File: src/axis_check_pkg.sv
`default_nettype none
package axis_check_pkg;
  localparam int NUM_AXES = 16;
  localparam int AXIS_W   = 4;
  localparam int POS_W    = 32;
  localparam int SPD_W    = 32;
  localparam int TIME_W   = 16;
  localparam int SEG_W    = 8;
  localparam int SEG_AX_W = 5;

  // permitted ranges of a relative command
  localparam logic signed [POS_W-1:0] REL_POS_MIN = 32'shc000_0001;
  localparam logic signed [POS_W-1:0] REL_POS_MAX = 32'sh3fff_ffff;
  localparam logic signed [POS_W-1:0] FEED_ZERO   = 32'sh0000_0000;
  localparam logic [SPD_W-1:0]  SPEED_MIN = 32'h0000_0001;
  localparam logic [SPD_W-1:0]  SPEED_MAX = 32'h3fff_ffff;
  localparam logic [TIME_W-1:0] ACC_MAX   = 16'h2710;
  localparam logic [TIME_W-1:0] DEC_MAX   = 16'h2710;

  // segment display: error code then axis number 1..16
  localparam logic [SEG_W-1:0]    SEG_CODE_ERR = 8'hae;
  localparam logic [SEG_W-1:0]    SEG_BLANK    = 8'h00;
  localparam logic [SEG_AX_W-1:0] SEG_AX_NONE  = 5'h00;
  localparam logic [SEG_AX_W-1:0] SEG_AX_BASE  = 5'h01;

  typedef enum logic [1:0] {
    CMD_REL_MOVE,
    CMD_REL_FEED,
    CMD_ABS_FEED,
    CMD_OTHER
  } cmd_type_t;

  typedef enum logic [3:0] {
    ERR_NONE,
    ERR_ABS_FUNC,
    ERR_ABS_NO_INTR,
    ERR_ABS_OVF,
    ERR_REL_POS,
    ERR_REL_SPEED,
    ERR_REL_ACC,
    ERR_REL_DEC,
    ERR_REL_FEED_POS,
    ERR_REL_FUNC,
    ERR_REL_NO_INTR,
    ERR_REL_OVF
  } err_kind_t;

  typedef enum logic [1:0] {
    AX_IDLE,
    AX_WAIT_INTR,
    AX_FED
  } axis_state_t;

  function automatic logic stops_axis(input err_kind_t k);
    stops_axis = !(k inside {ERR_NONE, ERR_ABS_FUNC, ERR_REL_FUNC,
                             ERR_ABS_NO_INTR, ERR_REL_NO_INTR});
  endfunction : stops_axis
endpackage : axis_check_pkg
`default_nettype wire

File: src/axis_link_if.sv
`default_nettype none
interface axis_link_if;
  import axis_check_pkg::*;
  logic      cmd_stb;
  err_kind_t cmd_kind;
  logic      cmd_feed;
  logic      cmd_abs;
  logic      fb_ovf;
  logic      move_done;
  logic      err_rst;
  logic      err_active;
  err_kind_t err_kind;
  logic      stop;
  logic      busy;

  modport ctrl (
    output cmd_stb, cmd_kind, cmd_feed, cmd_abs, fb_ovf, move_done, err_rst,
    input  err_active, err_kind, stop, busy
  );
  modport unit (
    input  cmd_stb, cmd_kind, cmd_feed, cmd_abs, fb_ovf, move_done, err_rst,
    output err_active, err_kind, stop, busy
  );
endinterface : axis_link_if
`default_nettype wire

File: src/axis_fault_unit.sv
`default_nettype none
module axis_fault_unit
  import axis_check_pkg::*;
(
  input  wire logic  clk_i,
  input  wire logic  reset_i,
  input  wire logic  enable_i,
  input  wire logic  intr_pin_i,
  axis_link_if.unit  lnk
);
  logic        pin_meta;
  logic        pin_sync;
  logic        pin_prev;
  logic        feed_abs;
  axis_state_t state;
  axis_state_t next_state;

  wire logic      pin_edge  = pin_sync & ~pin_prev;
  wire logic      idle      = (state == AX_IDLE);
  wire logic      feeding   = !idle;
  wire logic      cmd_fault = lnk.cmd_stb & idle & !lnk.err_active &
                              (lnk.cmd_kind != ERR_NONE);
  // overflow only counts while feeding is under way
  wire logic      ovf_fault = feeding & lnk.fb_ovf;
  wire logic      miss      = (state == AX_WAIT_INTR) & lnk.move_done &
                              ~pin_edge;
  wire err_kind_t ovf_kind  = feed_abs ? ERR_ABS_OVF : ERR_REL_OVF;
  wire err_kind_t miss_kind = feed_abs ? ERR_ABS_NO_INTR : ERR_REL_NO_INTR;
  wire err_kind_t raise_kind = lnk.err_active ? ERR_NONE :
                               ovf_fault ? ovf_kind :
                               miss ? miss_kind :
                               cmd_fault ? lnk.cmd_kind : ERR_NONE;
  wire logic      raise     = (raise_kind != ERR_NONE);
  wire logic      start     = lnk.cmd_stb & idle & !lnk.err_active &
                              (lnk.cmd_kind == ERR_NONE) & lnk.cmd_feed;

  assign lnk.busy = feeding;

  always_comb
  begin
    next_state = state;
    unique case (state)
      AX_IDLE:      if (start) next_state = AX_WAIT_INTR;
      AX_WAIT_INTR: if (pin_edge) next_state = AX_FED;
      AX_FED:       if (lnk.move_done) next_state = AX_IDLE;
      default:      next_state = AX_IDLE;
    endcase
    if (raise)
      next_state = AX_IDLE;
  end

  // pin crosses in through two flops; only the second is looked at
  always_ff @(posedge clk_i or posedge reset_i)
  begin
    if (reset_i)
    begin
      pin_meta <= 1'b0;
      pin_sync <= 1'b0;
      pin_prev <= 1'b0;
    end
    else if (enable_i)
    begin
      pin_meta <= intr_pin_i;
      pin_sync <= pin_meta;
      pin_prev <= pin_sync;
    end
  end

  always_ff @(posedge clk_i or posedge reset_i)
  begin
    if (reset_i)
    begin
      state    <= AX_IDLE;
      feed_abs <= 1'b0;
    end
    else if (enable_i)
    begin
      state <= next_state;
      if (start)
        feed_abs <= lnk.cmd_abs;
    end
  end

  // a new fault beats a reset landing in the same cycle
  always_ff @(posedge clk_i or posedge reset_i)
  begin
    if (reset_i)
    begin
      lnk.err_active <= 1'b0;
      lnk.err_kind   <= ERR_NONE;
      lnk.stop       <= 1'b0;
    end
    else if (enable_i)
    begin
      if (raise)
      begin
        lnk.err_active <= 1'b1;
        lnk.err_kind   <= raise_kind;
        lnk.stop       <= stops_axis(raise_kind);
      end
      else if (lnk.err_rst)
      begin
        lnk.err_active <= 1'b0;
        lnk.err_kind   <= ERR_NONE;
        lnk.stop       <= 1'b0;
      end
    end
  end
endmodule : axis_fault_unit
`default_nettype wire

File: src/flat_wrapper.sv
// flat-port wrapper written by rule: the top's interface ports become plain ports
module axis_fault_unit_flat import axis_check_pkg::*;
  (clk_i, reset_i, enable_i, intr_pin_i, lnk_cmd_stb, lnk_cmd_kind, lnk_cmd_feed, lnk_cmd_abs, lnk_fb_ovf, lnk_move_done, lnk_err_rst, lnk_err_active, lnk_err_kind, lnk_stop, lnk_busy);
  axis_link_if lnk_i ();
  input  wire logic clk_i;
  input  wire logic reset_i;
  input  wire logic enable_i;
  input  wire logic intr_pin_i;
  input wire logic [$bits(lnk_i.cmd_stb)-1:0] lnk_cmd_stb;
  input wire logic [$bits(lnk_i.cmd_kind)-1:0] lnk_cmd_kind;
  input wire logic [$bits(lnk_i.cmd_feed)-1:0] lnk_cmd_feed;
  input wire logic [$bits(lnk_i.cmd_abs)-1:0] lnk_cmd_abs;
  input wire logic [$bits(lnk_i.fb_ovf)-1:0] lnk_fb_ovf;
  input wire logic [$bits(lnk_i.move_done)-1:0] lnk_move_done;
  input wire logic [$bits(lnk_i.err_rst)-1:0] lnk_err_rst;
  output wire logic [$bits(lnk_i.err_active)-1:0] lnk_err_active;
  output wire logic [$bits(lnk_i.err_kind)-1:0] lnk_err_kind;
  output wire logic [$bits(lnk_i.stop)-1:0] lnk_stop;
  output wire logic [$bits(lnk_i.busy)-1:0] lnk_busy;
  assign lnk_i.cmd_stb = lnk_cmd_stb;
  assign lnk_i.cmd_kind = lnk_cmd_kind;
  assign lnk_i.cmd_feed = lnk_cmd_feed;
  assign lnk_i.cmd_abs = lnk_cmd_abs;
  assign lnk_i.fb_ovf = lnk_fb_ovf;
  assign lnk_i.move_done = lnk_move_done;
  assign lnk_i.err_rst = lnk_err_rst;
  assign lnk_err_active = lnk_i.err_active;
  assign lnk_err_kind = lnk_i.err_kind;
  assign lnk_stop = lnk_i.stop;
  assign lnk_busy = lnk_i.busy;
  axis_fault_unit u_core (.clk_i(clk_i), .reset_i(reset_i), .enable_i(enable_i), .intr_pin_i(intr_pin_i), .lnk(lnk_i));
endmodule
File: config.mk
export PLATFORM = sky130hd
export DESIGN_NAME = axis_fault_unit_flat
export DESIGN_NICKNAME = d
export VERILOG_FILES = /design/src/axis_check_pkg.sv /design/src/axis_link_if.sv /design/src/axis_fault_unit.sv /design/src/flat_wrapper.sv
export SDC_FILE = /design/constraint.sdc
export NUM_CORES = 1
export LEC_CHECK = 0
export ABC_AREA = 1
export BUFFER_PORTS_ARGS = -buffer_cell sky130_fd_sc_hd__buf_2
export CORE_MARGIN = 2
export CORE_UTILIZATION = 52
export CTS_CLUSTER_DIAMETER = 30
export DETAILED_ROUTE_END_ITERATION = 10
export GPL_ROUTABILITY_DRIVEN = 0
export PLACE_DENSITY = 0.8
export SKIP_LAST_GASP = 1
export SYNTH_ARGS = -nofsm -noshare
export SYNTH_HDL_FRONTEND = slang
export SYNTH_SLANG_ARGS = --single-unit
File: constraint.sdc
create_clock -name clk_i -period 5.1 [get_ports clk_i]
set_clock_uncertainty 0.1 [all_clocks]
set_input_delay 0.255 -clock clk_i [delete_from_list [all_inputs] [get_ports clk_i]]
set_output_delay 0.255 -clock clk_i [all_outputs]
set_load 0.005 [all_outputs]
* After elaboration in Yosys (flattened, before gate mapping) *
Index checks and enable logic that the tools add are counted.

storage, ports and cells
  flip-flop bits (word level) = 12
  output and inout port bits = 7
  logic and storage cells = 57

cells by class
  bitwise logic cells = 11
  reductions and logical operators = 13
  equal/unequal tests = 9
  multiplexer cells = 16

operators with widths
  kind                count
  $mux 4              8
  $and 1x1->1         9
  $eq 4x4->1 const B  2
  $logic_not 4->1     2
  $mux 2              4
  $reduce_bool 4->1   2
  $pmux 2 s3          1
  $reduce_bool 5->1   1
  $eq 4x1->1 const B  1
  $eq 4x2->1 const B  1
  $reduce_and 2->1    2
  $reduce_and 4->1    1
  $logic_not 1->1     3
  $mux 1              3
  $ne 3x1->1 const B  1
  $ne 3x2->1 const B  1
  $ne 3x3->1 const B  1
  $eq 2x1->1 const B  1
  $eq 2x2->1 const B  1
  $logic_not 2->1     1
  $not 1->1           2
  $reduce_bool 2->1   1

* Logic depth before layout (Yosys ltp) *
  word-level depth = 12
  mapped depth = 12
  depth with buffers taken out = 12

* Worst setup path before layout *
OpenSTA, ideal clock, no wires.

  kind = register to register
  start point = reg u_core.state[1]
  end point = reg u_core.lnk.err_kind[3]
  stages on the path, launching flop included = 11
  required time = 4877 ps
  library setup time = 123 ps
  arrival = 1394 ps
  setup slack = 3483 ps
  clock period less this slack = 1617 ps
  path through = dfrtp_1 nor2_4 inv_2 nand2_4 nand3_2 nand2_1 nand2_2 o21ai_4 nand2_4 nor2_1 a21oi_1

on the way
  elaborated cells between the ends (all ways) = 17
  those cells by class = 1 x eq/ne; 5 x mux; 6 x bitwise; 5 x reduce/logical

RTL lines
  what                                line                   source
  start: declaration                  axis_fault_unit.sv:15  axis_state_t state;
  start signal: assignment            axis_fault_unit.sv:78  state <= next_state;
  $logic_not 2->1 *                   axis_fault_unit.sv:19  wire logic idle = (state == AX_IDLE);
  $logic_not 1->1 *                   axis_fault_unit.sv:20  wire logic feeding = !idle;
  via lnk_busy                        flat_wrapper.sv:19     output wire logic [$bits(lnk_i.busy)-1:0] lnk_busy;
  $and 1x1->1 *                       axis_fault_unit.sv:24  wire logic ovf_fault = feeding & lnk.fb_ovf;
  $mux 4 *                            axis_fault_unit.sv:30  ovf_fault ? ovf_kind :
  $mux 4 *                            axis_fault_unit.sv:29  wire err_kind_t raise_kind = lnk.err_active ? ERR_NONE :
  $reduce_bool 4->1                   axis_fault_unit.sv:33  wire logic raise = (raise_kind != ERR_NONE);
  $reduce_bool 2->1 (no source line)  n/a
  $reduce_and 2->1 (no source line)   n/a
  end signal: assignment              axis_fault_unit.sv:98  lnk.err_kind <= raise_kind;
  end: declaration                    axis_link_if.sv:22     output err_active, err_kind, stop, busy

Mark *: on every way through the listed nets, which the timed path passes. The rest lies on a longest branch.
A chain may end at the register's enable or synchronous reset.

* Final worst setup path *
  start point = reg u_core.state[1]
  end point = reg u_core.state[1]

on the way
  longest elaborated chain between the ends = 11
  elaborated cells between the ends (all ways) = 23
  those cells by class = 5 x eq/ne; 6 x mux; 8 x bitwise; 4 x reduce/logical

ends and longest elaborated chain
  what                                                 line                                          source
  $logic_not 2->1                                      axis_fault_unit.sv:19, axis_fault_unit.sv:42
  $and 1x1->1 (2 in a row)                             axis_fault_unit.sv:21, axis_fault_unit.sv:34
  $and 1x1->1                                          axis_fault_unit.sv:21                         wire logic cmd_fault = lnk.cmd_stb & idle & !lnk.err_active &
  $mux 4                                               axis_fault_unit.sv:32                         cmd_fault ? lnk.cmd_kind : ERR_NONE;
  $mux 4                                               axis_fault_unit.sv:31                         miss ? miss_kind :
  $mux 4                                               axis_fault_unit.sv:30
  $mux 4                                               axis_fault_unit.sv:29
  $reduce_bool 4->1                                    axis_fault_unit.sv:33
  $ne 3x3->1 (no source line) (tied with other cells)  n/a
  $reduce_and 4->1 (no source line)                    n/a

Several ways; a longest one is shown, not always the timed one.

==> impl_metrics.env <==
export IMPL_status="finished clean"
export IMPL_dpl_worst_slack_ps=3360
export IMPL_fmax_ghz=0.564
export IMPL_netlist_area_um2=711
export IMPL_crit_arrival_ps=1880
export IMPL_yosysSeqAreaShare_pct=42.3
export IMPL_syn_inst=87
export IMPL_port_buffers=20
export IMPL_fillers=118
export IMPL_viasPerCell=5.18
export IMPL_hold_class="primary input to flip-flop"
export IMPL_leakage_nw=0.469
export IMPL_clock_sinks=12
export IMPL_synth_most_common_cell="nand2_1"
export IMPL_worstMarginPinSlew_ps=436
export IMPL_hold_worst_slack_ps=124
export IMPL_dpl_cell_area_um2=826
export IMPL_cp_max_fo=6
export IMPL_ir_worst_vdd_v=0.000202
export IMPL_power_density_nw_per_um2=376
export IMPL_die_y_um=41.0
export IMPL_diodes=0
export IMPL_vias=647
export IMPL_setup_ws_ps=3330
export IMPL_ys_top_cells_by_area="dfrtp_1 42%, nand2_1 7.9%, nand3_1 7.0%, nand3_2 4.2%, inv_1 3.7%"
export IMPL_grt_max_degree=13
export IMPL_hold_violations=0
export IMPL_clockBufferDepth=2
export IMPL_avgRoutedWirePerCell_um=11.4
export IMPL_ys_types=21
export IMPL_first_global_vias=558
export IMPL_drt_pre_antenna_iters=4
export IMPL_max_cap_violations=0
export IMPL_cts_made_buffers=3
export IMPL_grtUsageTotal_pct=20.6
export IMPL_ios=21
export IMPL_dp_hpwl_um=1150
export IMPL_grt_pass1_wl_um=2230
export IMPL_initial_utilization_pct=55.3
export IMPL_start_kind="flip-flop"
export IMPL_worstSkewPairLatency_ps=260
export IMPL_drv_slew=0
export IMPL_synth_commonest_cells="15 x nand2_1, 12 x dfrtp_1, 10 x nand3_1"
export IMPL_antenna_left=0
export IMPL_drive_gt1_share_pct=38.2
export IMPL_grt_setup_unrepaired="false"
export IMPL_met2_usage_pct=31.6
export IMPL_final_cells=125
export IMPL_final_util_pct=66.8
export IMPL_required_ps=5200
export IMPL_cts_clk_slew_worst_paths_ps=60
export IMPL_synth_top_area_share_pct=42.3
export IMPL_placed_cells=121
export IMPL_setup_viol=0
export IMPL_final_min_clock_period_ps=1770
export IMPL_htreeDepth=1
export IMPL_routed_wl_um=1430
export IMPL_synth_edf_count=0
export IMPL_die_x_um=41.0
export IMPL_ctsRootBufferMaster="clkbuf_4"
export IMPL_syn_avg_cell_area_um2=8.17
export IMPL_fin_crit_sh_pct=34.8
export IMPL_drc=0
export IMPL_design_core_area_um2=1280
export IMPL_layout_nets=126
export IMPL_cp_end_kind="flip-flop"
export IMPL_use_met3_pct=2.17
export IMPL_met1_usage_pct=27.8
export IMPL_ys_warn_count=0
export IMPL_busiest_layer="met2"
export IMPL_syn_to_final_growth_pct=20.8
export IMPL_total_power_uw=323
export IMPL_synth_ff_type="dfrtp_1"
export IMPL_synthesis_nets=101
export IMPL_final_cell_area_um2=858
export IMPL_slew_headroom_pct=70.9
export IMPL_antenna_found_initial=0
export IMPL_cts_tree="yes"
export IMPL_row_count=13
export IMPL_drt_iter0_markers=10
export IMPL_async_flop_share_pct=100
export IMPL_crit_type="flip-flop to flip-flop"
export IMPL_yosys_area_top_type="dfrtp_1"
export IMPL_die_area_um2=1680
export IMPL_yosys_register_bits=12
export IMPL_setup_tns_final_ps=0
export IMPL_grt_overflow_total=0
[report_power, final]
part	internal, mW	switching (mW)
Clock	0.0272	0.0264
Sequential	0.121	0.0167
Combinational	0.0539	0.0769
[cell families after synthesis]
family | count (synthesis) | synth area share [%]
AO/OA/AOI/OAI | 13 | 11.1
AND/OR/NAND/NOR | 49 | 37.7
flip-flops | 12 | 42.3
multiplexers | 2 | 3.17
buffers and inverters | 11 | 5.81
[path summary, 6_finish.rpt]
path / start / endpoint / slack [ps] / cells after the start
hold reg to reg: u_core.pin_meta / u_core.pin_sync / 400 / 2
max in group asynchronous: reset_i / u_core.state[1] / 4170 / 3
min in group asynchronous: reset_i / u_core.lnk.stop / 430 / 3
setup reg to reg: u_core.state[1] / u_core.state[1] / 3330 / 11
setup / recovery: u_core.state[1] / u_core.state[1] / 3330 / 11
hold / removal: intr_pin_i / u_core.pin_meta / 120 / 2
[cell type report]
| type | count | area, µm² | share of cell area, % |
|---|---|---|---|
| Clock buffer | 3 | 22.5 | 2.62 |
| Inverter | 10 | 37.5 | 4.37 |
| Tap cell | 15 | 18.8 | 2.19 |
| Multi-Input combinational cell | 64 | 369 | 43.0 |
| Timing Repair Buffer | 21 | 110 | 12.8 |
| Sequential cell | 12 | 300 | 35.0 |
[critical path: stages, from the launching register on]
cell and delay [ps]:
dfrtp_1 440, nor2_4 190, inv_2 70, nand2_4 80
nand3_2 90, nand2_1 110, nand2_2 110, nor2_2 150
nand3_1 120, nand3_1 130, nand2_1 60, nand2_1 60
[routing by layer]
metal / up-vias / wire length (µm)
met5: - / 0
met4: 0 / 14
met3: 2 / 91
met2: 23 / 669
met1: 289 / 655
li1: 333 / -
[cell usage in the layout (no fill, tap or decap), types with 2 or more instances in the layout]
cell / synthesis / final
or2_2: 2 / 2
o21ai_1: 3 / 3
mux2_2: 2 / 2
nand2_2: 3 / 3
nand3_2: 3 / 3
o21ai_0: 3 / 3
nand3_1: 10 / 10
nand2_1: 15 / 15
nor2_1: 7 / 7
buf_2: 0 / 20
clkbuf_4: 0 / 3
inv_1: 7 / 7
inv_2: 3 / 3
nand4_1: 2 / 2
nor3b_1: 2 / 2
a21oi_1: 5 / 5
dfrtp_1: 12 / 12
nor2_2: 2 / 2
nand2_4: 2 / 2
[repair_timing]
item | CTS | global route
hold buffers | 1 | 0
setup endpoints to repair | 0 | 0
buffers inserted | 0 | 0
endpoints found under the hold margin | 12 | 0
gates resized for setup | 0 | 0
[sequential cells by signal (all words and copies together) (netlist names)]
| signal | cells |
|---|---|
| u_core.pin_meta | 1 |
| u_core.lnk.err_active | 1 |
| u_core.lnk.stop | 1 |
| u_core.pin_sync | 1 |
| u_core.state | 2 |
| u_core.pin_prev | 1 |
| u_core.lnk.err_kind | 4 |
| u_core.feed_abs | 1 |
(Power assumes the default switching activity.)
